==> src/inc/frc_pkg.sv <==
// shared constants and carriers for the flash rewrite control block
`default_nettype none
package frc_pkg;
  localparam logic [8:0] FRC_ADDR_CTRL0 = 9'h1B4;
  localparam logic [8:0] FRC_ADDR_CTRL1 = 9'h1B5;
  localparam logic [8:0] FRC_ADDR_STATUS = 9'h1B2;
  localparam logic [7:0] FRC_CTRL0_RESET = 8'h00;
  localparam logic [7:0] FRC_CTRL1_RESET = 8'h00;
  // control 0 bit positions
  localparam int FRC_B_REWRITE_EN = 1;
  localparam int FRC_B_ROM_MODE = 2;
  localparam int FRC_B_FLASH_STOP = 3;
  localparam int FRC_B_SEQ_RESET = 4;
  localparam int FRC_B_CMDERR_IE = 5;
  localparam int FRC_B_ACCERR_IE = 6;
  localparam int FRC_B_READY_IE = 7;
  // control 1 bit positions
  localparam int FRC_B_LOCK_DIS = 3;
  localparam int FRC_B_PROT_LO = 4;
  localparam int FRC_NUM_BLOCKS = 4;
  // status register bit positions
  localparam int FRC_B_READY_REQ = 0;
  localparam int FRC_B_ACCERR_REQ = 1;
  localparam int FRC_B_READY_BUSY = 7;
  // stop-to-ready delay after a sequence reset
  localparam int FRC_CLK_MHZ = 20;
  localparam int FRC_STOP_TO_READY_NS = 1000;
  localparam int FRC_STOP_TO_READY_CYC = (FRC_STOP_TO_READY_NS * FRC_CLK_MHZ + 999) / 1000;

  // events reported by the flash sequencer
  typedef struct packed {
    logic busy;
    logic prog_done;
    logic erase_done;
    logic seq_error;
    logic cmd_error;
    logic suspend_entry;
    logic access_busy_blk;
  } frc_seq_evt_t;

  // controls driven toward the flash array and sequencer
  typedef struct packed {
    logic cmd_accept;
    logic rom_mode;
    logic flash_stop;
    logic force_abort;
    logic clear_suspend;
    logic lock_override;
    logic [3:0] block_protect;
  } frc_flash_ctl_t;

  typedef enum logic [1:0] {FRC_IDLE, FRC_ABORTING, FRC_RELEASE} frc_abort_state_t;
endpackage
`default_nettype wire

==> src/rtl/frc_unlock_seq.sv <==
// two-write unlock detector for a guarded control bit
`timescale 1ns/1ns
`default_nettype none
module frc_unlock_seq #(
  parameter bit ARM_VALUE = 1'b0
) (
  input wire logic clk,
  input wire logic reset_n,
  input wire logic wr,
  input wire logic other_wr,
  input wire logic wdata_bit,
  output logic armed
);
  logic armed_r;
  logic armed_nxt;
  // arming holds only until the very next register write of any kind
  assign armed_nxt = (wr && (wdata_bit == ARM_VALUE)) ? 1'b1 : ((wr || other_wr) ? 1'b0 : armed_r);
  assign armed = armed_r;
  always_ff @(posedge clk or negedge reset_n) begin
    if (!reset_n) begin
      armed_r <= 1'b0;
    end else begin
      armed_r <= armed_nxt;
    end
  end
endmodule
`default_nettype wire

==> src/rtl/frc_abort_timer.sv <==
// stop-to-ready timer that ends a forced sequence reset
`timescale 1ns/1ns
`default_nettype none
module frc_abort_timer #(
  parameter int CYCLES = frc_pkg::FRC_STOP_TO_READY_CYC
) (
  input wire logic clk,
  input wire logic reset_n,
  input wire logic start,
  output logic active,
  output logic done
);
  frc_pkg::frc_abort_state_t state_r;
  frc_pkg::frc_abort_state_t state_nxt;
  logic [15:0] cnt_r;
  logic [15:0] cnt_nxt;
  localparam logic [15:0] LAST = 16'(CYCLES - 1);
  always_comb begin
    state_nxt = state_r;
    cnt_nxt = cnt_r;
    case (state_r)
      frc_pkg::FRC_IDLE: begin
        if (start) begin
          state_nxt = frc_pkg::FRC_ABORTING;
          cnt_nxt = 16'h0000;
        end
      end
      frc_pkg::FRC_ABORTING: begin
        if (cnt_r == LAST) begin
          state_nxt = frc_pkg::FRC_RELEASE;
        end else begin
          cnt_nxt = cnt_r + 16'h0001;
        end
      end
      default: begin
        state_nxt = frc_pkg::FRC_IDLE;
      end
    endcase
  end
  assign active = (state_r == frc_pkg::FRC_ABORTING);
  assign done = (state_r == frc_pkg::FRC_RELEASE);
  always_ff @(posedge clk or negedge reset_n) begin
    if (!reset_n) begin
      state_r <= frc_pkg::FRC_IDLE;
      cnt_r <= 16'h0000;
    end else begin
      state_r <= state_nxt;
      cnt_r <= cnt_nxt;
    end
  end
endmodule
`default_nettype wire

==> src/rtl/frc_flash_rewrite_control.sv <==
// flash rewrite control registers with interrupt request flags
`timescale 1ns/1ns
`default_nettype none
module frc_flash_rewrite_control #(
  parameter int ABORT_CYCLES = frc_pkg::FRC_STOP_TO_READY_CYC
) (
  input wire logic CLK,
  input wire logic RESET_N,
  input wire logic [8:0] ADDR,
  input wire logic [7:0] WDATA,
  input wire logic WR,
  input wire logic RD,
  output logic [7:0] RDATA,
  input wire frc_pkg::frc_seq_evt_t SEQ_EVT,
  output frc_pkg::frc_flash_ctl_t FLASH_CTL,
  output logic READY_IRQ,
  output logic ACCESS_ERR_IRQ,
  output logic CMD_ERR_IRQ
);
  logic [7:0] ctrl0_r;
  logic [7:0] ctrl0_nxt;
  logic [7:0] ctrl1_r;
  logic [7:0] ctrl1_nxt;
  logic ready_req_r;
  logic ready_req_nxt;
  logic accerr_req_r;
  logic accerr_req_nxt;
  logic busy_d_r;
  logic [7:0] rdata_r;
  logic [7:0] rdata_nxt;
  frc_pkg::frc_flash_ctl_t ctl_r;
  frc_pkg::frc_flash_ctl_t ctl_nxt;
  logic ready_irq_r;
  logic accerr_irq_r;
  logic cmderr_irq_r;

  // address decode
  wire wr0 = WR && (ADDR == frc_pkg::FRC_ADDR_CTRL0);
  wire wr1 = WR && (ADDR == frc_pkg::FRC_ADDR_CTRL1);
  wire wrs = WR && (ADDR == frc_pkg::FRC_ADDR_STATUS);
  wire rd0 = RD && (ADDR == frc_pkg::FRC_ADDR_CTRL0);
  wire rd1 = RD && (ADDR == frc_pkg::FRC_ADDR_CTRL1);
  wire rds = RD && (ADDR == frc_pkg::FRC_ADDR_STATUS);

  wire rewrite_en = ctrl0_r[frc_pkg::FRC_B_REWRITE_EN];
  wire busy = SEQ_EVT.busy;
  wire abort_active;
  wire abort_done;

  // guarded set and clear sequences; any other register write breaks the arming
  wire arm_en;
  wire arm_rom;
  wire arm_lock;
  logic [frc_pkg::FRC_NUM_BLOCKS-1:0] arm_prot;
  frc_unlock_seq #(.ARM_VALUE(1'b0)) u_arm_en (
    .clk(CLK), .reset_n(RESET_N), .wr(wr0), .other_wr(WR && !wr0),
    .wdata_bit(WDATA[frc_pkg::FRC_B_REWRITE_EN]), .armed(arm_en));
  frc_unlock_seq #(.ARM_VALUE(1'b0)) u_arm_rom (
    .clk(CLK), .reset_n(RESET_N), .wr(wr0), .other_wr(WR && !wr0),
    .wdata_bit(WDATA[frc_pkg::FRC_B_ROM_MODE]), .armed(arm_rom));
  frc_unlock_seq #(.ARM_VALUE(1'b0)) u_arm_lock (
    .clk(CLK), .reset_n(RESET_N), .wr(wr1), .other_wr(WR && !wr1),
    .wdata_bit(WDATA[frc_pkg::FRC_B_LOCK_DIS]), .armed(arm_lock));
  genvar gi;
  generate
    for (gi = 0; gi < frc_pkg::FRC_NUM_BLOCKS; gi++) begin : g_prot
      frc_unlock_seq #(.ARM_VALUE(1'b1)) u_arm_prot (
        .clk(CLK), .reset_n(RESET_N), .wr(wr1), .other_wr(WR && !wr1),
        .wdata_bit(WDATA[frc_pkg::FRC_B_PROT_LO + gi]), .armed(arm_prot[gi]));
    end
  endgenerate

  // sequence reset accepted only with rewrite enabled and flash busy
  wire seq_reset_go = wr0 && WDATA[frc_pkg::FRC_B_SEQ_RESET] && rewrite_en && busy;
  // rewrite enable dropping, by software write
  wire en_clear = wr0 && !WDATA[frc_pkg::FRC_B_REWRITE_EN] && rewrite_en;
  wire stop_set = wr0 && rewrite_en && WDATA[frc_pkg::FRC_B_FLASH_STOP] && !ctrl0_r[frc_pkg::FRC_B_FLASH_STOP];

  frc_abort_timer #(.CYCLES(ABORT_CYCLES)) u_abort (
    .clk(CLK), .reset_n(RESET_N), .start(seq_reset_go), .active(abort_active), .done(abort_done));

  // control register 0 next value
  always_comb begin
    ctrl0_nxt = ctrl0_r;
    if (wr0) begin
      // enable and mode bits: set needs arming, clear is always allowed
      ctrl0_nxt[frc_pkg::FRC_B_REWRITE_EN] = WDATA[frc_pkg::FRC_B_REWRITE_EN] &
        (arm_en | rewrite_en);
      ctrl0_nxt[frc_pkg::FRC_B_ROM_MODE] = WDATA[frc_pkg::FRC_B_ROM_MODE] &
        (arm_rom | ctrl0_r[frc_pkg::FRC_B_ROM_MODE]);
      if (rewrite_en) begin
        ctrl0_nxt[frc_pkg::FRC_B_FLASH_STOP] = WDATA[frc_pkg::FRC_B_FLASH_STOP];
      end
      ctrl0_nxt[frc_pkg::FRC_B_CMDERR_IE] = WDATA[frc_pkg::FRC_B_CMDERR_IE];
      ctrl0_nxt[frc_pkg::FRC_B_ACCERR_IE] = WDATA[frc_pkg::FRC_B_ACCERR_IE];
      ctrl0_nxt[frc_pkg::FRC_B_READY_IE] = WDATA[frc_pkg::FRC_B_READY_IE];
      ctrl0_nxt[0] = WDATA[0];
    end
    ctrl0_nxt[frc_pkg::FRC_B_SEQ_RESET] = 1'b0;
  end

  // control register 1 next value
  wire lock_clear = SEQ_EVT.prog_done || SEQ_EVT.erase_done || SEQ_EVT.seq_error ||
    SEQ_EVT.suspend_entry || en_clear || stop_set || seq_reset_go;
  always_comb begin
    ctrl1_nxt = ctrl1_r;
    if (wr1) begin
      ctrl1_nxt[frc_pkg::FRC_B_LOCK_DIS] = WDATA[frc_pkg::FRC_B_LOCK_DIS] &
        (arm_lock | ctrl1_r[frc_pkg::FRC_B_LOCK_DIS]);
      for (int i = 0; i < frc_pkg::FRC_NUM_BLOCKS; i++) begin
        // a zero lands only right after a one was written
        ctrl1_nxt[frc_pkg::FRC_B_PROT_LO + i] = WDATA[frc_pkg::FRC_B_PROT_LO + i] |
          !arm_prot[i];
        if (!ctrl1_r[frc_pkg::FRC_B_PROT_LO + i] && !WDATA[frc_pkg::FRC_B_PROT_LO + i]) begin
          ctrl1_nxt[frc_pkg::FRC_B_PROT_LO + i] = 1'b0;
        end
      end
    end
    if (lock_clear) begin
      ctrl1_nxt[frc_pkg::FRC_B_LOCK_DIS] = 1'b0;
    end
    if (en_clear) begin
      ctrl1_nxt[7:4] = 4'h0;
    end
    ctrl1_nxt[2:0] = 3'h0;
  end

  // request flags: hardware set wins over a software clear in the same cycle
  wire ready_edge = busy_d_r && !busy;
  // a command sequence error counts as a command error as well
  wire cmd_fault = SEQ_EVT.cmd_error || SEQ_EVT.seq_error;
  wire accerr_evt = (ctrl0_r[frc_pkg::FRC_B_ACCERR_IE] && SEQ_EVT.access_busy_blk) ||
    (ctrl0_r[frc_pkg::FRC_B_CMDERR_IE] && cmd_fault);
  assign ready_req_nxt = (ready_edge && ctrl0_r[frc_pkg::FRC_B_READY_IE]) ? 1'b1 :
    ((wrs && !WDATA[frc_pkg::FRC_B_READY_REQ]) ? 1'b0 : ready_req_r);
  assign accerr_req_nxt = accerr_evt ? 1'b1 :
    ((wrs && !WDATA[frc_pkg::FRC_B_ACCERR_REQ]) ? 1'b0 : accerr_req_r);

  // read mux, data valid the cycle after the strobe
  wire [7:0] status_view = {!busy, 5'h00, accerr_req_r, ready_req_r};
  assign rdata_nxt = rd0 ? ctrl0_r : (rd1 ? ctrl1_r : (rds ? status_view : 8'h00));

  // controls toward the flash side
  always_comb begin
    ctl_nxt.cmd_accept = ctrl0_nxt[frc_pkg::FRC_B_REWRITE_EN] && !ctrl0_nxt[frc_pkg::FRC_B_FLASH_STOP];
    ctl_nxt.rom_mode = ctrl0_nxt[frc_pkg::FRC_B_ROM_MODE];
    ctl_nxt.flash_stop = ctrl0_nxt[frc_pkg::FRC_B_FLASH_STOP];
    ctl_nxt.force_abort = seq_reset_go || abort_active;
    ctl_nxt.clear_suspend = seq_reset_go;
    ctl_nxt.lock_override = ctrl1_nxt[frc_pkg::FRC_B_LOCK_DIS];
    ctl_nxt.block_protect = ctrl1_nxt[7:4];
  end

  // register state
  always_ff @(posedge CLK or negedge RESET_N) begin
    if (!RESET_N) begin
      ctrl0_r <= frc_pkg::FRC_CTRL0_RESET;
      ctrl1_r <= frc_pkg::FRC_CTRL1_RESET;
      ready_req_r <= 1'b0;
      accerr_req_r <= 1'b0;
      busy_d_r <= 1'b0;
      rdata_r <= 8'h00;
      ctl_r <= '0;
    end else begin
      ctrl0_r <= ctrl0_nxt;
      ctrl1_r <= ctrl1_nxt;
      ready_req_r <= ready_req_nxt;
      accerr_req_r <= accerr_req_nxt;
      busy_d_r <= busy;
      rdata_r <= rdata_nxt;
      ctl_r <= ctl_nxt;
    end
  end

  // interrupt outputs registered from next flag and enable values
  always_ff @(posedge CLK or negedge RESET_N) begin
    if (!RESET_N) begin
      ready_irq_r <= 1'b0;
      accerr_irq_r <= 1'b0;
      cmderr_irq_r <= 1'b0;
    end else begin
      ready_irq_r <= ready_req_nxt && ctrl0_nxt[frc_pkg::FRC_B_READY_IE];
      accerr_irq_r <= accerr_req_nxt && ctrl0_nxt[frc_pkg::FRC_B_ACCERR_IE];
      cmderr_irq_r <= accerr_req_nxt && ctrl0_nxt[frc_pkg::FRC_B_CMDERR_IE];
    end
  end

  assign RDATA = rdata_r;
  assign FLASH_CTL = ctl_r;
  assign READY_IRQ = ready_irq_r;
  assign ACCESS_ERR_IRQ = accerr_irq_r;
  assign CMD_ERR_IRQ = cmderr_irq_r;
endmodule
`default_nettype wire

==> config.mk <==
export PLATFORM = sky130hd
export DESIGN_NAME = frc_flash_rewrite_control
export DESIGN_NICKNAME = d
export VERILOG_FILES = /design/src/inc/frc_pkg.sv /design/src/rtl/frc_unlock_seq.sv /design/src/rtl/frc_abort_timer.sv /design/src/rtl/frc_flash_rewrite_control.sv
export SDC_FILE = /design/constraint.sdc
export NUM_CORES = 1
export LEC_CHECK = 0
export BUFFER_PORTS_ARGS = -buffer_cell sky130_fd_sc_hd__buf_2
export CAP_MARGIN = 20
export CORE_MARGIN = 2
export CORE_UTILIZATION = 30
export DETAILED_ROUTE_END_ITERATION = 8
export GPL_TIMING_DRIVEN = 0
export PLACE_DENSITY_LB_ADDON = 0.2
export SYNTH_ARGS = -nofsm -noshare
export SYNTH_HDL_FRONTEND = slang
export SYNTH_SLANG_ARGS = --single-unit
==> constraint.sdc <==
create_clock -name CLK -period 1.6 [get_ports CLK]
set_input_delay 0.16 -clock CLK [delete_from_list [all_inputs] [get_ports CLK]]
set_output_delay 0.16 -clock CLK [all_outputs]
set_load 0.02 [all_outputs]
Word level (Yosys, flattened, before mapping) --
Cells that the tools add are included.
Operators by class: bitwise logic cells 13, $add $sub $neg 1, reduce and logical (&&, ||, !) cells 78, eq/ne operators 8, multiplexer cells 32
Operators by type and width (count):
- $logic_and 1x1->1 | 37
- $mux 16 | 2
- $pmux 16 s2 | 1
- $eq 9x9->1 const B | 3
- $mux 8 | 3
- $logic_not 1->1 | 19
- $mux 1 | 19
- $add 16x1->16 const B | 1
- $eq 16x5->1 const B | 1
- $reduce_bool 2->1 | 8
- $logic_or 1x1->1 | 11
- $mux 4 | 2
- $or 1x1->1 | 7
- $mux 5 | 1
- $mux 2 | 2
- $ne 2x2->1 const B | 2
- $pmux 2 s2 | 1
- $and 1x1->1 | 3
- $mux 3 | 1
- $not 1->1 | 3
- $reduce_and 3->1 | 1
- $eq 2x1->1 const B | 1
- $logic_not 2->1 | 1
- $ne 2x1->1 const B | 1
- $reduce_and 2->1 | 1
Word-level totals: output and inout port bits 21, word-level logic and storage cells 158, register bits after elaboration 61

Logic depth before layout (Yosys ltp) --
Gate-level depths: netlist of the first run.
word-level depth 8, gate-level depth with buffers 6, mapped depth without buffers 5

Modules after synthesis --
A second synthesis of the first run with hierarchy kept.
Second synthesis, totals: cell total of the unflattened synthesis 263, area, all modules 2718.9 sq um
By module, submodules not included:
- frc_flash_rewrite_control | times used 1, area an instance 1362.6 sq um, cells each 129
- frc_abort_timer | times used 1, area an instance 1057.3 sq um, cells each 109
- frc_unlock_seq at g_prot[0].u_arm_prot ... | times used 4, area an instance 43.8 sq um, cells each 4
- frc_unlock_seq at u_arm_en ... | times used 3, area an instance 41.3 sq um, cells each 3

Worst setup path before layout of the first run --
OpenSTA, ideal clock, no wires.
path kind input to register, from input WR, to register u_abort.cnt_r[12], required time 1.463 ns, path buffers 2, cell stages on the path 6, data arrival time 1.556 ns, path slack -0.093 ns, path through buf_6 -> nand3b_4 -> or4_4 -> a211oi_4 -> buf_6 -> o22ai_1
On the way: word-level cells in the longest chain between the ends 6
RTL lines:
- start: declaration | line frc_flash_rewrite_control.sv:11 | input wire logic WR,
- $logic_and 1x1->1 | line frc_flash_rewrite_control.sv:38 | wire wr0 = WR && (ADDR == frc_pkg::FRC_ADDR_CTRL0);
- $logic_and 1x1->1 (3 in a row) | line frc_flash_rewrite_control.sv:74 | wire seq_reset_go = wr0 && WDATA[frc_pkg::FRC_B_SEQ_RESET] && rewrite_en && busy;
- $ne 2x2->1 (no line)
- $reduce_and 3->1 (no line)
- end signal: assignment | line frc_abort_timer.sv:48 | cnt_r <= cnt_nxt;
- end: declaration | line frc_abort_timer.sv:15 | logic [15:0] cnt_r;
No other way between the ends. A chain may end at the register's enable or synchronous reset.

Final worst setup path of the first run --
from register ctrl0_r[1], to register u_abort.cnt_r[15]
On the way: word-level cells in the longest chain between the ends 4
RTL lines:
- start: declaration | line frc_flash_rewrite_control.sv:20 | logic [7:0] ctrl0_r;
- start signal: assignment | line frc_flash_rewrite_control.sv:157 | ctrl0_r <= frc_pkg::FRC_CTRL0_RESET;
- start signal: assignment | line frc_flash_rewrite_control.sv:165 | ctrl0_r <= ctrl0_nxt;
- $logic_and 1x1->1 (2 in a row) | line frc_flash_rewrite_control.sv:74
- $ne 2x2->1 (no line)
- $reduce_and 3->1 (no line)
No other way between the ends.

==> flow_summary.yaml, run 1 <==
synthesis:
  avgSynthCellArea_sq_um: 9.77
  syn-cell-area_sq_um: 2670
  synthTopCellsByArea: "dfrtp_1, nand2_1, nor2_1, mux2i_1, inv_1"
  ys_seq_elements: 54
  synth_commonest_cells: "dfrtp_1, nand2_1, nor2_1"
  yosysSeqAreaShare: 0.507
  yosys.area.top_type: "dfrtp_1"
  synth_simple_gate_area_share: 0.254
  synthMostInstantiatedCell: "dfrtp_1"
  synth_edf_count: 0
  synth_adder_area_share: 0.00469
  yosys_warnings: 0
  yosysUniqueCellTypes: 57
  muxShareOfSynthArea: 0.0385
  synth_top_family_by_area: "simple AND/OR/NAND/NOR gates"
  ys.flop_type: "dfrtp_1"
  synth-compound-area-share: 0.139
  synth_xor_area_frac: 0.00328
  async_flop_share: 1.00
  syn_nets: 302
  yosys.area.top_type_share: 0.507
  postSynthCellCount: 273
clock_network:
  cts.sinks: 54
  cts_max_level: 2
  clkLatencyLatePin_ps: 310
  cts_buffers: 5
  cts_tree: "yes"
  root_buffer: "clkbuf_8"
  clockBufferDepth: 2
  path_clk_slew_ps: 110
timing:
  rsz0062_at_grt: "yes"
  timing.fmax_mhz: 585
  hold_violations: 0
  fin_setup_tns_ps: -1150
  slew_viol_final: 0
  post-route-period-util: 1.07
  period_minus_slack_ps: 1710
  skew_ps: 5.93
  tightest_slew_ps: 786
  setup_viol: 15
  relSlewSlack: 0.476
  fin_ws_ps: -110
layout:
  antenna_cells: 0
  drive_above_1_share: 0.320
  stdcell_area_sq_um: 3430
  utilization: 0.395
  finalNetCount: 375
  area_growth_pct: 28.6
run_status:
  status: "finished, violations left"
  violations: "setup timing"
worst_setup_path:
  worstPathBufferInverterCount: 1
  crit_family: "simple AND/OR/NAND/NOR gates"
  worst_path_max_delay_cell: "or4_4"
  cp_data_required_time_ps: 1800
  cp_data_arrival_time_ps: 1910
  end_kind: "flip-flop"
  cp-start-kind: "flip-flop"
  path_cells: "nand3_2, or4_4, buf_4, a21o_2, a211o_1"
  cp_max_fo: 2
  crit_path_max_incr_delay_ps: 470
  critical_path_class: "reg2reg"
place:
  port_buffers: 47
  place_congestion: 0.890
  dpl_cell_area_sq_um: 3080
  dpl.hpwl_um: 4990
grt:
  use_met1: 0.212
  grt_max_degree: 33
  antenna_found_initial: 0
  met2_usage: 0.245
  grt_overflow_total: 0
  grt_pass1_vias: 2312
  grt_usage: 0.152
  grt_busiest_layer: "met2"
  grtUsageMet3: 0.0243
  grt_pass1_wl_um: 11900
routing:
  initialDrtViolationCount: 92
  wl_per_cell_um: 15.9
  drt.antenna.violating_nets: 0
  routed_wl_um: 7210
  drt-vias-per-instance: 5.10
  remaining_drc_errors: 0
  vias: 2322
  drt_pass1_iterations: 4
power_and_ir_drop:
  power_density_nw_per_um2: 705
  leakage_nw: 1.62
  power.total_mw: 2.42
  peakVddDrop_v: 0.000306
die:
  io_pins: 49
  std_cell_rows: 34
  initial_utilization: 0.307
  dieArea_sq_um: 9660
  die_x_um: 98.3
  core_area_sq_um: 8680
  die_h_um: 98.3
run:
  cap_violations: 0
min_path:
  hp-class: "in2reg"
report_power, final:
group / total [mW] / switching [mW] / internal (mW)
logic: 0.198 / 0.114 / 0.0839
clock network: 0.815 / 0.497 / 0.318
registers: 1.40 / 0.0187 / 1.38
total: 2.42 / 0.630 / 1.79
what timing repair did:
item,CTS,global route
hold endpoints to repair,31,0
resized for setup,13,12
setup buffers,14,3
setup endpoints to repair,24,25
cloned,1,0
hold buffers,1,0
pin swaps,5,4
per-stage QoR:
step	instances	hold WS [ps]	setup slack, ps
6_report	455	23.5	-110
5_1_grt	455	2.82	-153
4_1_cts	453	6.17	-112
3_5_place_dp	429	295	-476
3_3_place_gp	428	331	-482
2_1_floorplan	273	-136	-57.4
final cells by class:
cell class	count	area [sq um]
fillers	907	5250
well taps	108	135
repair buffers	67	412
inverters	20	75.1
plain buffers	10	70.1
clock buffers	5	68.8
multi-input cells	188	1290
clock inverters	3	25.0
flip-flops and latches	54	1350
sequential cells by signal (all words and copies together) (netlist names), 2 cells and up:
| name | cells |
|---|---|
| u_abort.cnt_r | 16 |
| g_prot.u_arm_prot.armed | 4 |
| RDATA | 8 |
| ctrl0_r | 7 |
| u_abort.state_r | 2 |
| FLASH_CTL | 6 |
| ctrl1_r | 2 |
path summary, 6_finish.rpt:
check / slack (ps) / cells past startpoint / endpoint / from
worst min register to register: 490 / 2 / ctrl0_r[0]$_DFFE_PN0N_ / ctrl0_r[0]$_DFFE_PN0N_
max in group asynchronous: 560 / 3 / u_abort.cnt_r[2]$_DFFE_PN0P_ / RESET_N
min in group asynchronous: 460 / 2 / u_abort.cnt_r[6]$_DFFE_PN0P_ / RESET_N
worst max register to register: -110 / 5 / u_abort.cnt_r[15]$_DFFE_PN0P_ / ctrl0_r[1]$_DFF_PN0_
worst max-delay path: -110 / 5 / u_abort.cnt_r[15]$_DFFE_PN0P_ / ctrl0_r[1]$_DFF_PN0_
worst min-delay path: 20 / 1 / busy_d_r$_DFF_PN0_ / SEQ_EVT[6]
kinds of logic (layout without fill, tap and decap cells):
kind of cell / Yosys count / count (layout)
AO/OA/AOI/OAI: 55 / 55
XOR/XNOR: 1 / 1
adder cells (fa/ha/maj): 1 / 1
buffers and inverters: 31 / 105
flip-flops: 54 / 54
multiplexers: 10 / 10
AND/OR/NAND/NOR: 121 / 121
metal layers:
metal	up-vias	routed length, um
met1	1131	3450
li1	1128	-
met5	-	0
met3	9	240
met4	0	94
met2	54	3430
worst reg2reg max path: stages, from the launching register on:
cell and delay (ps):
dfrtp_2 400, nand3_2 80, or4_4 470, buf_4 160
a21o_2 210, a211o_1 290
cell usage in the layout (no fill, tap or decap), types with 8 or more instances in the layout:
cell / netlist / routed
o21ai_0: 13 / 13
buf_2: 2 / 49
dfrtp_1: 54 / 52
mux2i_1: 8 / 8
a21oi_1: 8 / 8
inv_1: 20 / 20
a31oi_1: 11 / 11
buf_4: 2 / 19
nand2_1: 35 / 35
nor2_1: 28 / 28
No activity file was read; power rests on OpenSTA's default activity.
==> inputs of run 2 (changes only) <==
Settings changed: REMOVE_ABC_BUFFERS from default to 1.
==> flow_summary.yaml, run 2 (synthesis gave the netlist of run 1 again) <==
timing:
  hold_violations: 0
  period_minus_slack_ps: 1620
  setup_viol: 2
  post-route-period-util: 1.01
  fin_ws_ps: -21.6
  relSlewSlack: 0.494
  slew_viol_final: 0
  timing.fmax_mhz: 617
  rsz0062_at_grt: "yes"
  fin_setup_tns_ps: -24.6
  skew_ps: 8.55
  tightest_slew_ps: 758
clock_network:
  path_clk_slew_ps: 100
  clkLatencyLatePin_ps: 310
  clockBufferDepth: 2
  cts_max_level: 2
  cts_tree: "yes"
  cts_buffers: 5
  root_buffer: "clkbuf_8"
  cts.sinks: 54
worst_setup_path:
  r2r-start: "u_abort.cnt_r[1]$_DFFE_PN0P_"
  cp_data_required_time_ps: 1840
  r2r_cells: 5
  end_kind: "flip-flop"
  cp_data_arrival_time_ps: 1870
  cp-start-kind: "flip-flop"
  cp_max_fo: 3
  r2r_setup_slack_ps: -20
  rr_endpoint: "u_abort.cnt_r[14]$_DFFE_PN0P_"
  critical_path_class: "reg2reg"
die:
  die_x_um: 98.3
  initial_utilization: 0.307
  std_cell_rows: 34
  core_area_sq_um: 8680
  die_h_um: 98.3
  dieArea_sq_um: 9660
  io_pins: 49
power_and_ir_drop:
  power_density_nw_per_um2: 729
  peakVddDrop_v: 0.000420
  leakage_nw: 1.61
  power.total_mw: 2.54
min_path:
  hp-class: "in2reg"
  min_from: "WDATA[2]"
  min_to: "u_arm_rom.armed$_DFFE_PN0P_"
  whs_path_depth: 2
layout:
  layout_commonest_cell: "buf_2"
  antenna_cells: 0
  area_growth_pct: 30.4
  drive_above_1_share: 0.365
  top_register: "u_abort.cnt_r"
  largest_reg_flops: 16
  finalNetCount: 370
  most-common-layout-cells: "buf_2, dfrtp_1, nand2_1, nor2_1, inv_1"
routing:
  vias: 2332
  drt_pass1_iterations: 4
  initialDrtViolationCount: 69
  drt.antenna.violating_nets: 0
  wl_met3_um: 313
  routed_wl_um: 6920
  drt-vias-per-instance: 5.18
  top_layer_used: "met4"
  wl_met1_um: 3200
  met2_wirelength_um: 3350
  wl_per_cell_um: 15.4
  remaining_drc_errors: 0
grt:
  grt_pass1_wl_um: 11700
  grt_overflow_total: 0
  grt_pass1_vias: 2370
  grt_max_degree: 33
  antenna_found_initial: 0
  grt_usage: 0.148
run_status:
  violations: "setup timing"
  status: "finished, violations left"
run:
  cap_violations: 0
place:
  dpl.hpwl_um: 4730
  place_congestion: 0.834
  port_buffers: 48
[run 2: area by class of cell]
class | count | area [sq um]
Fill cell | 905 | 5200
Sequential cell | 54 | 1370
Multi-Input combinational cell | 188 | 1340
Timing Repair Buffer | 72 | 453
Tap cell | 108 | 135
Inverter | 20 | 75.1
Clock buffer | 5 | 68.8
Clock inverter | 3 | 43.8
[run 2: worst max-delay path by stage]
| stage | start | end | slack (ps) | depth (start not counted) |
|---|---|---|---|---|
| 3_5_place_dp | ADDR[6] | u_abort.cnt_r[9]$_DFFE_PN0P_ | -1050 | 5 |
| 3_3_place_gp | ADDR[6] | u_abort.cnt_r[14]$_DFFE_PN0P_ | -1040 | 5 |
| 4_1_cts | ADDR[3] | u_abort.cnt_r[2]$_DFFE_PN0P_ | -9 | 6 |
| 2_1_floorplan | ADDR[6] | u_abort.cnt_r[2]$_DFFE_PN0P_ | -440 | 4 |
| 6_report | u_abort.cnt_r[1]$_DFFE_PN0P_ | u_abort.cnt_r[14]$_DFFE_PN0P_ | -20 | 5 |
| 5_1_grt | u_abort.cnt_r[1]$_DFFE_PN0P_ | u_abort.cnt_r[14]$_DFFE_PN0P_ | -90 | 5 |
[run 2: critical path, cell delays in order (launching register included)]
cell and delay, ps:
dfrtp_1 410, ha_4 170, nand4_1 140, or4_4 510, o21ai_0 160, a21boi_2 170
[run 2: routing by layer]
metal / global-route usage / vias up
met2: 0.243 / 51
met4: 0.0358 / 0
met3: 0.0394 / 6
met1: 0.197 / 1153
met5: 0 / -
li1: - / 1122
[run 2: what timing repair did]
item,CTS,global route
resized for setup,24,19
hold buffers,1,1
pin swaps,8,7
gates cloned,0,0
endpoints found under the setup margin,41,19
buffers inserted,14,7
endpoints found under the hold margin,31,1
[run 2: power by group]
part           leakage, nW  total (mW)  internal [mW]  switching, mW
registers            0.704        1.40           1.38         0.0187
clock network       0.0585       0.944          0.470          0.474
logic                0.852       0.188         0.0761          0.112
total                 1.61        2.54           1.93          0.605
[run 2: stage by stage]
stage	cell area, sq um	hold WS [ps]	std cells	utilization	worst slack, ps
floorplan	2600	-136	262	-	-439
global placement	2980	326	418	0.343	-1040
detailed placement	3000	288	419	0.346	-1050
CTS	3350	5.56	442	0.386	-9.48
global route	3480	42.7	450	0.401	-94.1
finish	3480	49.1	450	0.401	-21.6
